--- src/verilog/qdsl_pkg.sv ---
package qdsl_pkg;
    // widths of the frame and the channel codes
    localparam int CODE_W     = 14;
    localparam int FRAME_W    = 16;
    localparam int CHAIN_W    = 19;
    localparam int NUM_CH     = 4;
    localparam int ADDR_HI    = 15;
    localparam int ADDR_LO    = 14;
    localparam int CODE_MSB   = 13;
    localparam int SYNC_W     = 3;
    // cycles of power-on preset after reset, long enough for the level pin to pass its synchroniser
    localparam logic [2:0] POR_CYC = 3'h4;
    // preset values
    localparam logic [13:0] CODE_ZERO = 14'h0000;
    localparam logic [13:0] CODE_HALF = 14'h2000;

    // raw pins from the serial host, synchronised inside qdsl_serial_load
    typedef struct packed {
        logic chipSel_n;
        logic serialClk;
        logic serialIn;
    } qdsl_link_t;

    // control pins
    typedef struct packed {
        logic preset_n;
        logic presetHalf;
        logic update_strobe_n;
    } qdsl_ctrl_t;

    // whole state of the top module
    typedef struct packed {
        logic [2:0]               csSync;
        logic [2:0]               clkSync;
        logic [2:0]               dinSync;
        logic [2:0]               prSync;
        logic [2:0]               halfSync;
        logic [2:0]               updSync;
        logic                     csLevel;
        logic                     clkLevel;
        logic [2:0]               porCnt;
        logic [18:0]              shiftReg;
        logic                     chainOut;
        logic [3:0][13:0]         inputCode;
        logic [3:0][13:0]         convCode;
        logic                     loadPulse;
    } qdsl_state_t;
endpackage : qdsl_pkg

--- src/verilog/qdsl_serial_load.sv ---
`timescale 1ns/100ps
module qdsl_serial_load (
    // clock and reset
    input  wire logic                   clk,
    input  wire logic                   srst,
    // serial link from the host
    input  wire qdsl_pkg::qdsl_link_t   link,
    // control pins
    input  wire qdsl_pkg::qdsl_ctrl_t   ctrl,
    // outputs
    output logic                        serial_chain_out,
    output logic [3:0][13:0]            channelCode,
    output logic                        loadDone
);
    import qdsl_pkg::*;

    qdsl_state_t r;
    qdsl_state_t next_r;

    logic        csAgree;
    logic        clkAgree;
    logic        csLow;
    logic        csRise;
    logic        clkRise;
    logic        porBusy;
    logic        presetOn;
    logic        halfSel;
    logic [13:0] presetCode;
    logic [1:0]  addrSel;

    // a chip select or link clock change counts once the second and third stages agree
    always_comb begin
        csAgree    = (r.csSync[2] == r.csSync[1]);
        clkAgree   = (r.clkSync[2] == r.clkSync[1]);
        csLow      = csAgree && !r.csSync[2];
        csRise     = csAgree && r.csSync[2] && !r.csLevel;
        clkRise    = clkAgree && r.clkSync[2] && !r.clkLevel;
        porBusy    = (r.porCnt != 3'h0);
        presetOn   = (r.prSync[2:1] == 2'b00) || porBusy;
        halfSel    = r.halfSync[2];
        presetCode = halfSel ? CODE_HALF : CODE_ZERO;
        addrSel    = {r.shiftReg[ADDR_HI], r.shiftReg[ADDR_LO]};
    end

    // next state
    always_comb begin
        next_r = r;
        next_r.csSync   = {r.csSync[1:0], link.chipSel_n};
        next_r.clkSync  = {r.clkSync[1:0], link.serialClk};
        next_r.dinSync  = {r.dinSync[1:0], link.serialIn};
        next_r.prSync   = {r.prSync[1:0], ctrl.preset_n};
        next_r.halfSync = {r.halfSync[1:0], ctrl.presetHalf};
        next_r.updSync  = {r.updSync[1:0], ctrl.update_strobe_n};
        next_r.loadPulse = 1'b0;
        // agreed pin levels, so each edge is seen exactly once
        if (csAgree) begin
            next_r.csLevel = r.csSync[2];
        end
        if (clkAgree) begin
            next_r.clkLevel = r.clkSync[2];
        end
        // power-on preset runs until the level pin has passed its synchroniser
        if (porBusy) begin
            next_r.porCnt = r.porCnt - 3'h1;
        end
        // shift only on a clock rise with chip select low
        if (csLow && clkRise) begin
            next_r.shiftReg = {r.shiftReg[17:0], r.dinSync[2]};
            next_r.chainOut = r.shiftReg[CHAIN_W-1];
        end
        // addressed load on chip select rise, from the last 16 bits
        if (csRise) begin
            next_r.inputCode[addrSel] = r.shiftReg[CODE_MSB:0];
            next_r.loadPulse = 1'b1;
        end
        // transparent converter registers while the strobe is low
        if (r.updSync[2:1] == 2'b00) begin
            next_r.convCode = next_r.inputCode;
        end
        // preset overrides any load in the same cycle
        if (presetOn) begin
            for (int i = 0; i < NUM_CH; i++) begin
                next_r.inputCode[i] = presetCode;
                next_r.convCode[i]  = presetCode;
            end
            next_r.loadPulse = 1'b0;
        end
    end

    // register the state; reset loads constants only, the level pin is applied by the
    // power-on preset counter once it has been synchronised
    always_ff @(posedge clk) begin
        if (srst) begin
            r         <= '0;
            r.csSync  <= 3'h7;
            r.prSync  <= 3'h7;
            r.updSync <= 3'h7;
            r.csLevel <= 1'b1;
            r.porCnt  <= POR_CYC;
        end else begin
            r <= next_r;
        end
    end

    // outputs straight from flip-flops, four 14-bit codes
    assign serial_chain_out = r.chainOut;
    assign channelCode      = r.convCode;
    assign loadDone         = r.loadPulse;

    // assertions
    a_shift_gated: assert property (@(posedge clk) disable iff (srst)
        !(csLow && clkRise) |=> $stable(r.shiftReg))
        else $error("shift register moved without a gated clock rise");
    a_shift_in: assert property (@(posedge clk) disable iff (srst)
        (csLow && clkRise) |=> r.shiftReg[0] == $past(r.dinSync[2]))
        else $error("shifted bit does not match serial input");
    a_chain_delay: assert property (@(posedge clk) disable iff (srst)
        (csLow && clkRise) |=> r.chainOut == $past(r.shiftReg[18]))
        else $error("chain output not 19 pulses behind");
    a_load_addr: assert property (@(posedge clk) disable iff (srst)
        (csRise && !presetOn) |=>
        r.inputCode[$past(addrSel)] == $past(r.shiftReg[13:0]))
        else $error("addressed channel not loaded");
    a_load_chan_a: assert property (@(posedge clk) disable iff (srst)
        (csRise && !presetOn && addrSel == 2'b00) |=>
        r.inputCode[0] == $past(r.shiftReg[13:0]) && $stable(r.inputCode[3]))
        else $error("address 00 did not pick channel A");
    a_preset_hold: assert property (@(posedge clk) disable iff (srst)
        presetOn |=> r.convCode[2] == $past(presetCode) && !r.loadPulse)
        else $error("preset value not forced");
    a_preset_wins: assert property (@(posedge clk) disable iff (srst)
        (presetOn && csRise) |=> r.inputCode[1] == $past(presetCode))
        else $error("load beat preset");
    a_latched_conv: assert property (@(posedge clk) disable iff (srst)
        (r.updSync[2:1] != 2'b00 && !presetOn) |=> $stable(r.convCode))
        else $error("converter registers moved while latched");
    a_transparent: assert property (@(posedge clk) disable iff (srst)
        (r.updSync[2:1] == 2'b00 && !presetOn && !csRise) |=>
        r.convCode == r.inputCode)
        else $error("converter registers not transparent");
    // power-on preset and preset level
    a_por_hold: assert property (@(posedge clk) disable iff (srst)
        porBusy |=> r.inputCode[0] == $past(presetCode))
        else $error("power-on preset not applied");
    a_half_level: assert property (@(posedge clk) disable iff (srst)
        (presetOn && halfSel) |=> r.convCode[0] == CODE_HALF)
        else $error("half-scale preset not applied");
    // input registers only move on an accepted load or a preset
    a_load_pulse: assert property (@(posedge clk) disable iff (srst)
        r.loadPulse |-> $past(csRise) && !$past(presetOn))
        else $error("load pulse without an accepted load");
    a_code_stays: assert property (@(posedge clk) disable iff (srst)
        (!csRise && !presetOn) |=> $stable(r.inputCode))
        else $error("input registers moved without a load");
    // each link clock rise shifts once, never while deselected
    a_clk_once: assert property (@(posedge clk) disable iff (srst)
        clkRise |=> !clkRise)
        else $error("one link clock rise seen twice");
    a_cs_high_idle: assert property (@(posedge clk) disable iff (srst)
        !csLow |=> $stable(r.shiftReg))
        else $error("shift register moved while deselected");
    a_chain_idle: assert property (@(posedge clk) disable iff (srst)
        !(csLow && clkRise) |=> $stable(r.chainOut))
        else $error("chain output moved without a shift");
    // address decode for the remaining channels
    a_load_chan_b: assert property (@(posedge clk) disable iff (srst)
        (csRise && !presetOn && addrSel == 2'b01) |=>
        r.inputCode[1] == $past(r.shiftReg[13:0]) && $stable(r.inputCode[0]))
        else $error("address 01 did not pick channel B");
    a_load_chan_c: assert property (@(posedge clk) disable iff (srst)
        (csRise && !presetOn && addrSel == 2'b10) |=>
        r.inputCode[2] == $past(r.shiftReg[13:0]) && $stable(r.inputCode[1]))
        else $error("address 10 did not pick channel C");
    a_load_chan_d: assert property (@(posedge clk) disable iff (srst)
        (csRise && !presetOn && addrSel == 2'b11) |=>
        r.inputCode[3] == $past(r.shiftReg[13:0]) && $stable(r.inputCode[2]))
        else $error("address 11 did not pick channel D");
    // main scenarios
    c_load: cover property (@(posedge clk) disable iff (srst) csRise && !presetOn);
    c_por: cover property (@(posedge clk) disable iff (srst) porBusy ##1 !porBusy);
    c_chain: cover property (@(posedge clk) disable iff (srst) $rose(r.chainOut));
    c_preset: cover property (@(posedge clk) disable iff (srst) presetOn ##1 !presetOn);
    c_update: cover property (@(posedge clk) disable iff (srst)
        r.updSync[2:1] == 2'b00 && csRise);
endmodule : qdsl_serial_load

--- config.mk ---
export PLATFORM = sky130hd
export DESIGN_NAME = qdsl_serial_load
export DESIGN_NICKNAME = d
export VERILOG_FILES = /design/src/verilog/qdsl_pkg.sv /design/src/verilog/qdsl_serial_load.sv
export SDC_FILE = /design/constraint.sdc
export NUM_CORES = 1
export LEC_CHECK = 0
export BUFFER_PORTS_ARGS = -buffer_cell sky130_fd_sc_hd__buf_2
export CORE_UTILIZATION = 58
export CTS_BUF_LIST = sky130_fd_sc_hd__clkbuf_4 sky130_fd_sc_hd__clkbuf_8
export DETAILED_ROUTE_END_ITERATION = 16
export PLACE_DENSITY = 0.9
export SETUP_SLACK_MARGIN = 0.3
export SKIP_LAST_GASP = 1
export SLEW_MARGIN = 5
export SYNTH_ARGS = -nofsm -noshare
export SYNTH_HDL_FRONTEND = slang
export SYNTH_SLANG_ARGS = --single-unit
--- constraint.sdc ---
create_clock -name clk -period 1.91 [get_ports clk]
set_clock_uncertainty 0.15 [all_clocks]
set_input_delay 0.382 -clock clk [delete_from_list [all_inputs] [get_ports clk]]
set_output_delay 0.382 -clock clk [all_outputs]
set_load 0.03 [all_outputs]
==> results of run 1 <==
cell usage after synthesis (all sizes together) (4+ instances only):
cell type	count
clkbuf	21
or2	10
o221ai	4
nor2b	11
buf	74
a21oi	22
a211oi	57
nand2	43
nand3	5
ha	5
inv	6
dfxtp	156
mux2i	57
nor2	107
worst paths after layout:
check	slack, ns	depth (start not counted)	to	startpoint
worst max-delay path	0.06	6	channelCode[4]	r[155]
worst min-delay path	0.19	3	r[155]	srst
worst max register to register	0.06	6	channelCode[4]	r[155]
worst min register to register	0.27	1	next_r[140]	next_r[139]
report_power, final:
| group | leakage (nW) | switching (mW) | internal (mW) |
|---|---|---|---|
| sequential | 1.26 | 0.0521 | 3.32 |
| combinational | 1.11 | 0.519 | 0.444 |
| clock | 0.216 | 1.50 | 1.13 |
| total | 2.59 | 2.07 | 4.90 |
per-stage QoR:
| stage | power (mW) | instance area [sq um] | worst slack (ns) | hold slack, ns | std cells |
|---|---|---|---|---|---|
| final | 6.973 | 7462 | 0.06314 | 0.1880 | 768 |
| after global routing | 7.186 | 7462 | 0.001725 | 0.1830 | 768 |
| after CTS | 6.634 | 6764 | 0.2280 | 0.1622 | 751 |
| after detailed placement | 3.917 | 5993 | 0.1945 | 0.2522 | 707 |
| after global placement | 3.883 | 5993 | 0.3076 | 0.2443 | 707 |
| after floorplan | 3.797 | 5928 | 0.2159 | 0.2394 | 592 |
sequential cells by signal, summed over array words and instances (netlist names):
name              count
addrSel               2
channelCode          56
halfSel               1
loadDone              1
next_r               12
r                    83
serial_chain_out      1
routing by layer:
metal	part of all wire (%)	wire [um]
met1	37	6296
met4	6.8	1178
met3	7.7	1318
met5	0	0
met2	49	8413
worst reg2reg max path, stage by stage (launching register included):
cell and delay (ns):
dfxtp_2 0.37, ha_4 0.19, nor4b_4 0.24, buf_4 0.20
clkbuf_16 0.18, mux2i_2 0.29, a211oi_2 0.10
final cells by class:
class | count | area [sq um]
repair buffers | 106 | 950.9
fillers | 514 | 2312
flip-flops and latches | 156 | 3132
multi-input cells | 334 | 2758
clock buffers | 17 | 234.0
clock inverters | 15 | 195.2
well taps | 133 | 166.4
inverters | 7 | 26.28
cells by family (layout without fill, tap and decap cells):
logic type      after synthesis  in the layout  share of synthesized area, %
compound gates               86             86                         11.03
xor+xnor                      1              1                        0.1493
fa+ha+maj                     5              5                         1.066
buf+inv                     102            145                         10.94
flops                       156            156                         53.23
mux                          57             57                         9.725
simple gates                185            185                         13.86
timing repair:
action                                  4_1_cts  5_1_grt
endpoints found under the setup margin      113      121
pin swaps                                     0       14
hold endpoints to repair                      6        0
setup buffers                                 1       12
resized for setup                            31      106
cloned                                        5        5
hold buffers                                  6        0
==> reports/results.ini, run 1 <==
[worst_setup_path]
start_kind=flip-flop
critPathRequiredTime_ns=2.09
critPathMaxStageDelay_ns=0.37
cp_num_buf_inv=2
worstPathMaxFanout=7
path_class=reg2reg
end_kind=flip-flop
cp.arrival_ns=2.03
crit_slowest_cell=dfxtp_2
crit_chain=ha_4 > nor4b_4 > buf_4 > clkbuf_16 > mux2i_2 > a211oi_2
path_delay_family=buffers and inverters

[finish]
drive_gt1_share_pct=39.53
final_common_cell=dfxtp_1
antenna_cells=0
final_cell_mix=149 x dfxtp_1, 102 x nor2_1, 61 x buf_2
areaGrowthSynthToFinish_pct=27.19
postLayoutCoreUtil_pct=76.34
nNetsFinal=635

[timing]
layout_min_cycle_time_ns=1.847
fmax_mhz=541.5
tns_ns=0
report.final.slew_viol_count=0
setup_viol=0
tightest_slew_ns=0.7001
hold_viol=0
finalCritPeriodShare_pct=96.69
max_slew_margin_pct=53.26
grt_setup_unrepaired=true

[power]
irDropWorstVdd_uv=485.7
leakagePower_nw=2.585
power_density_mw_per_mm2=934.4

[synthesis]
synth-main-ff-cell=dfxtp_1
syn_inst=592
synth_seq_cells=156
synth_top_area_share_pct=53.23
post-synth-top-area-cell=dfxtp_1
synthTopCellsByArea=dfxtp_1 53%, mux2i_1 9.7%, buf_4 7.4%, nor2_1 6.8%, a211oi_1 6.0%
synthArstFlopShare_pct=0
synth-seq-area-share_pct=53.23
synth_area_sq_mm=0.005867
yosysWarnings=0
synth_cell_types=31
synth_fp_nets=605
synth_enable_flop_cells=0
syn_avg_cell_area_sq_um=9.910

[cts]
numClockSinks=156
clkTransAtPathRegs_ns=0.10
clock_latency_ns=0.46
cts-root-buf=clkbuf_8
htreeDepth=4
cts_made_buffers=17
clock_path_buffers=2
cts_tree=done

[worst_hold_path]
hold_path.class=in2reg

[global_routing]
grt_use_total_pct=27.42
grt_max_degree=61
grt_busiest_layer=met2
grt.overflow.total=0
grt_pass1_vias=4244
use_met1_pct=30.36
antenna_found_initial=0
use_met3_pct=7.729
use_met2_pct=46.67
grt_pass1_wl_mm=21.47

[floorplan]
chipHeight_um=102.6
initial_utilization_pct=60.02
core_sq_mm=0.009774
die-area_sq_mm=0.01052
io_pins=66
rows=36
die_w_um=102.6

[placed_design]
routabilityCongestion=0.8277
dpl.hpwl_mm=7.294
port_buffers=65

[job]
maxCapViolCount=0

[drt]
dr.first_iter.drc_count=345
wirelength_mm=17.21
dr.pass1.iters=5
viasPerCell=5.991
drt.antenna.violating_nets=0
drt-wirelength-per-cell_um=22.40
drc=0
vias=4601

[run_status]
outcome=finished clean

Note: power is estimated with default switching activity, not from simulation.
==> inputs of run 2 (changes only) <==
MAX_ROUTING_LAYER = met4   (was not set)
SETUP_SLACK_MARGIN = not set   (was 0.3)
==> reports/results.ini, run 2 (same netlist as run 1, synthesis figures left out) <==
[global_routing]
grt_use_total_pct=24.46  ; -3.0 points
grt.overflow.total=0  ; unchanged
grt_pass1_vias=3989  ; -6.0%
grt_pass1_wl_mm=18.64  ; -13%
grt_max_degree=67  ; +9.8%
antenna_found_initial=0  ; unchanged

[placed_design]
dp_cells=709  ; +0.28%
dpl.hpwl_mm=7.430  ; +1.9%
dpl-instance-area_sq_mm=0.005956  ; -0.63%
routabilityCongestion=0.7883  ; -4.8%
post-place-ws_ns=0.1207  ; -0.07386 ns
port_buffers=65  ; unchanged

[drt]
dr.pass1.iters=4  ; -1
drt.antenna.violating_nets=0  ; unchanged
wirelength_mm=11.63  ; -32%
viasPerCell=5.376  ; -10%
vias=4016  ; -13%
dr.first_iter.drc_count=223  ; -35%
drc=0  ; unchanged
drt-wirelength-per-cell_um=15.57  ; -31%

[worst_setup_path]
worstPathMaxFanout=13  ; +6
crit_chain=ha_2 > nor4b_4 > buf_12 > mux2i_1 > a211oi_1
cp_num_buf_inv=1  ; -1
worstSetupPathDepth=5  ; -1
critPathMaxStageDelay_ns=0.35  ; -0.02 ns
end_kind=flip-flop
crit_slowest_cell=dfxtp_1
path_delay_family=flip-flops
critPathRequiredTime_ns=2.10  ; about the same
cp.arrival_ns=2.04  ; about the same
path_class=reg2reg
start_kind=flip-flop
reg2reg_depth=5  ; -1

[finish]
instances_no_fill=747  ; -2.7%
seqCellArea_sq_mm=0.003123  ; -0.28%
areaGrowthSynthToFinish_pct=10.32
final_cell_mix=156 x dfxtp_1, 106 x nor2_1, 65 x buf_2
largest_register=r
final_common_cell=dfxtp_1
fillers=698  ; +36%
antenna_cells=0  ; unchanged
drive_gt1_share_pct=22.80  ; -17 points
final_area_sq_mm=0.006472  ; -13%
largest_reg_flops=83  ; unchanged
multiInputGateArea_sq_mm=0.002135  ; -23%
nNetsFinal=615  ; -3.1%

[cts]
clkTransAtPathRegs_ns=0.08  ; -0.02 ns
cts_tree=done
cts-root-buf=clkbuf_8
numClockSinks=156  ; unchanged
cts_made_buffers=17  ; unchanged
htreeDepth=4  ; unchanged
clock_latency_ns=0.44  ; -0.02 ns
clock_path_buffers=2  ; unchanged

[timing]
tns_ns=0  ; unchanged
setup_slack_ns=0.05627  ; -0.006869 ns
setup_viol=0  ; unchanged
tightest_slew_ns=0.4240  ; -0.2761 ns
report.final.slew_viol_count=0  ; unchanged
grt_setup_unrepaired=false
finalCritPeriodShare_pct=97.05  ; +0.36 points
fmax_mhz=539.5  ; -0.37%
layout_min_cycle_time_ns=1.854  ; +0.006869 ns
hold_viol=0  ; unchanged
max_slew_margin_pct=71.69  ; +18 points

[job]
maxCapViolCount=0  ; unchanged

[power]
p_total_mw=6.510  ; -6.6%
leakagePower_nw=2.408  ; -6.9%
power_density_mw_per_mm2=1006  ; +7.6%
irDropWorstVdd_uv=526.5  ; +8.4%

[floorplan]
chipHeight_um=102.6  ; unchanged
rows=36  ; unchanged
core_sq_mm=0.009774  ; unchanged
io_pins=66  ; unchanged
initial_utilization_pct=60.02  ; unchanged
die-area_sq_mm=0.01052  ; unchanged
die_w_um=102.6  ; unchanged

[run_status]
outcome=finished clean

[worst_hold_path]
hold_path.class=in2reg
whs_path_depth=3  ; unchanged

==> run 2: cell count changes in the layout (fill, tap and decap cells not counted), sizes merged <==
cell / change
inv: -8
buf: -11
clkinvlp: +2
bufinv: +3
clkinv: -1
clkbuf: -6
==> run 2: tightest hold or removal path: stages <==
cell and delay [ns]:
buf_2 0.11, clkinv_1 0.16, nand2_1 0.07
==> run 2: layer usage <==
| layer | wire length, um | global-route usage (%) | up-vias |
|---|---|---|---|
| met4 | 410 | 13.41 | 0 |
| li1 | - | - | 1952 |
| met3 | 618 | 7.254 | 42 |
| met2 | 5856 | 41.44 | 121 |
| met5 | 0 | - | - |
| met1 | 4744 | 25.48 | 1901 |
==> run 2: worst paths after layout <==
kind	startpoint	slack [ns]	endpoint
worst max register to register	r[155]	0.06	channelCode[9]
worst max-delay path	r[155]	0.06	channelCode[9]
worst min-delay path	srst	0.18	r[155]
worst min register to register	next_r[145]	0.26	next_r[146]
==> run 2: repair_timing <==
action / in CTS / in global routing
buffers inserted: 1 / 0
setup endpoints to repair: 2 / 19
endpoints found under the hold margin: 6 / 0
cloned: 0 / 0
gates resized for setup: 0 / 4
hold buffers: 6 / 0
==> run 2: through the flow <==
stage | hold slack (ns) | util (%)
4_1_cts | 0.1666 | 66.09
3_5_place_dp | 0.2432 | 60.93
5_1_grt | 0.2110 | 66.22
2_1_floorplan | 0.2395 | -
3_3_place_gp | 0.2436 | 60.93
6_report | 0.1796 | 66.22
==> run 2: final cells by class <==
type,instances,share of cell area (%)
Multi-Input combinational cell,334,32.98
Sequential cell,156,48.25
Tap cell,133,2.571
Clock inverter,11,2.590
Clock buffer,20,4.156
Timing Repair Buffer,86,9.047
Inverter,7,0.4060
==> run 2: report_power, final <==
part | switching [mW] | internal (mW)
clock | 1.16 | 1.50
combinational | 0.324 | 0.180
sequential | 0.0330 | 3.32
total | 1.51 | 5.00
==> inputs of run 3 (changes only) <==
==> constraint.sdc (replaced) <==
create_clock -name clk -period 1.9 [get_ports clk]
set_clock_uncertainty 0.15 [all_clocks]
set_input_delay 0.38 -clock clk [delete_from_list [all_inputs] [get_ports clk]]
set_output_delay 0.38 -clock clk [all_outputs]
set_load 0.02 [all_outputs]
==> reports/results.ini, run 3 (same netlist as run 1, synthesis figures left out) <==
[run_status]
outcome=finished clean

[finish]
multiInputGateArea_sq_mm=0.002125  ; -0.47%
areaGrowthSynthToFinish_pct=9.832
instances_no_fill=747  ; unchanged
seqCellArea_sq_mm=0.003123  ; unchanged
fillers=710  ; +1.7%
nNetsFinal=614  ; -0.16%
final_cell_mix=156 x dfxtp_1, 106 x nor2_1, 65 x buf_2
largest_reg_flops=83  ; unchanged
drive_gt1_share_pct=22.31  ; -0.49 points
largest_register=r
antenna_cells=0  ; unchanged
final_common_cell=dfxtp_1
final_area_sq_mm=0.006444  ; -0.44%

[timing]
setup_slack_ns=0.09107  ; +0.03481 ns
finalCritPeriodShare_pct=95.21  ; -1.8 points
fmax_mhz=552.8  ; +2.5%
layout_min_cycle_time_ns=1.809  ; -0.04481 ns
tns_ns=0  ; unchanged
hold_viol=0  ; unchanged
grt_setup_unrepaired=false
setup_viol=0  ; unchanged
max_slew_margin_pct=71.81  ; +0.12 points
tightest_slew_ns=0.4228  ; -0.001220 ns
report.final.slew_viol_count=0  ; unchanged

[worst_setup_path]
start_kind=flip-flop
critPathLaunch=next_r[155]
cp.arrival_ns=1.98  ; -0.06 ns
path_class=reg2reg
worst-r2r-setup-slack_ns=0.09  ; +0.03 ns
worstPathMaxFanout=13  ; unchanged
critPathRequiredTime_ns=2.07  ; -0.03 ns
end_kind=flip-flop
r2r-start=next_r[155]

[floorplan]
initial_utilization_pct=60.02  ; unchanged
rows=36  ; unchanged
chipHeight_um=102.6  ; unchanged
die_w_um=102.6  ; unchanged
core_sq_mm=0.009774  ; unchanged
die-area_sq_mm=0.01052  ; unchanged
io_pins=66  ; unchanged

[global_routing]
grt_pass1_vias=3684  ; -7.6%
grt_use_total_pct=23.08  ; -1.4 points
grt_max_degree=67  ; unchanged
grt_pass1_wl_mm=17.51  ; -6.1%
grt.overflow.total=0  ; unchanged
antenna_found_initial=0  ; unchanged

[placed_design]
routabilityCongestion=0.7947  ; +0.81%
port_buffers=65  ; unchanged
post-place-ws_ns=0.1138  ; -0.006887 ns
dpl.hpwl_mm=7.235  ; -2.6%
dpl-instance-area_sq_mm=0.005981  ; +0.42%
dp_cells=709  ; unchanged

[drt]
dr.pass1.iters=4  ; unchanged
dr.first_iter.drc_count=226  ; +1.3%
wirelength_mm=10.98  ; -5.6%
drc=0  ; unchanged
vias=3921  ; -2.4%
viasPerCell=5.249  ; -2.4%
drt-wirelength-per-cell_um=14.70  ; -5.6%
drt.antenna.violating_nets=0  ; unchanged

[cts]
numClockSinks=156  ; unchanged
cts-root-buf=clkbuf_8
htreeDepth=4  ; unchanged
clkTransAtPathRegs_ns=0.08  ; about the same
postCtsSetupBuffers=0  ; -1
clock_latency_ns=0.44  ; about the same
clock_path_buffers=2  ; unchanged
cts_made_buffers=17  ; unchanged
cts_tree=done

[worst_hold_path]
hold_path.class=in2reg
holdCritStartpoint=srst

[power]
power_density_mw_per_mm2=980.5  ; -2.5%
switching_share_pct=24.63  ; +1.4 points
share_comb_of_total_power_pct=8.0  ; +0.3 points
p_total_mw=6.318  ; -3.0%
p_switching_mw=1.556  ; +2.8%
p_seq_share_pct=53.3  ; +1.8 points
internal_power_mw=4.762  ; -4.7%
leakagePower_nw=2.399  ; -0.36%
irDropWorstVdd_uv=554.2  ; +5.3%
clockPowerShare_pct=38.8  ; -2.0 points

[job]
maxCapViolCount=0  ; unchanged

run 3: final cells by class:
cell class / instances / area share [%]
timing repair buffer: 85 / 9.359
multi-input combinational: 334 / 32.97
sequential: 156 / 48.47
tap: 133 / 2.583
clock buffer: 20 / 4.078
inverter: 7 / 0.4078
clock inverter: 12 / 2.136
run 3: power by group through the flow:
stage                     clock (mW)  sequential (mW)  combinational, mW
after floorplan                    0             3.43              0.369
after global placement             0             3.44              0.454
after detailed placement           0             3.44              0.487
after CTS                       2.49             3.36              0.500
after global routing            2.64             3.37              0.568
final                           2.45             3.37              0.503
run 3: what timing repair did:
item | 4_1_cts | 5_1_grt
endpoints found under the hold margin | 6 | 0
setup endpoints to repair | 0 | 6
hold buffers | 6 | 0
gates resized for setup | 0 | 1
run 3: critical path, stage by stage, from the launching register on:
cell and delay (ns):
dfxtp_1 0.35, ha_1 0.22, nor4b_4 0.32, buf_12 0.21, mux2i_1 0.33, a211oi_2 0.11
run 3: worst paths after layout:
path | end | cells past startpoint
worst min register to register | next_r[140] | 1
worst max register to register | channelCode[4] | 5
worst min-delay path | r[155] | 3
worst max-delay path | channelCode[4] | 5
run 3: per-layer routing:
layer,global-route usage (%),vias up,routed length (um)
met4,10.22,0,245
met5,-,-,0
li1,-,1951,-
met1,25.59,1845,4667
met2,38.77,100,5545
met3,6.373,25,520
run 3: metrics by stage:
| step | hold WS (ns) | util, % |
|---|---|---|
| final | 0.2081 | 65.92 |
| after global routing | 0.2061 | 65.92 |
| after CTS | 0.1913 | 65.90 |
| after detailed placement | 0.2467 | 61.19 |
| after global placement | 0.2438 | 61.19 |
| after floorplan | 0.2395 | - |
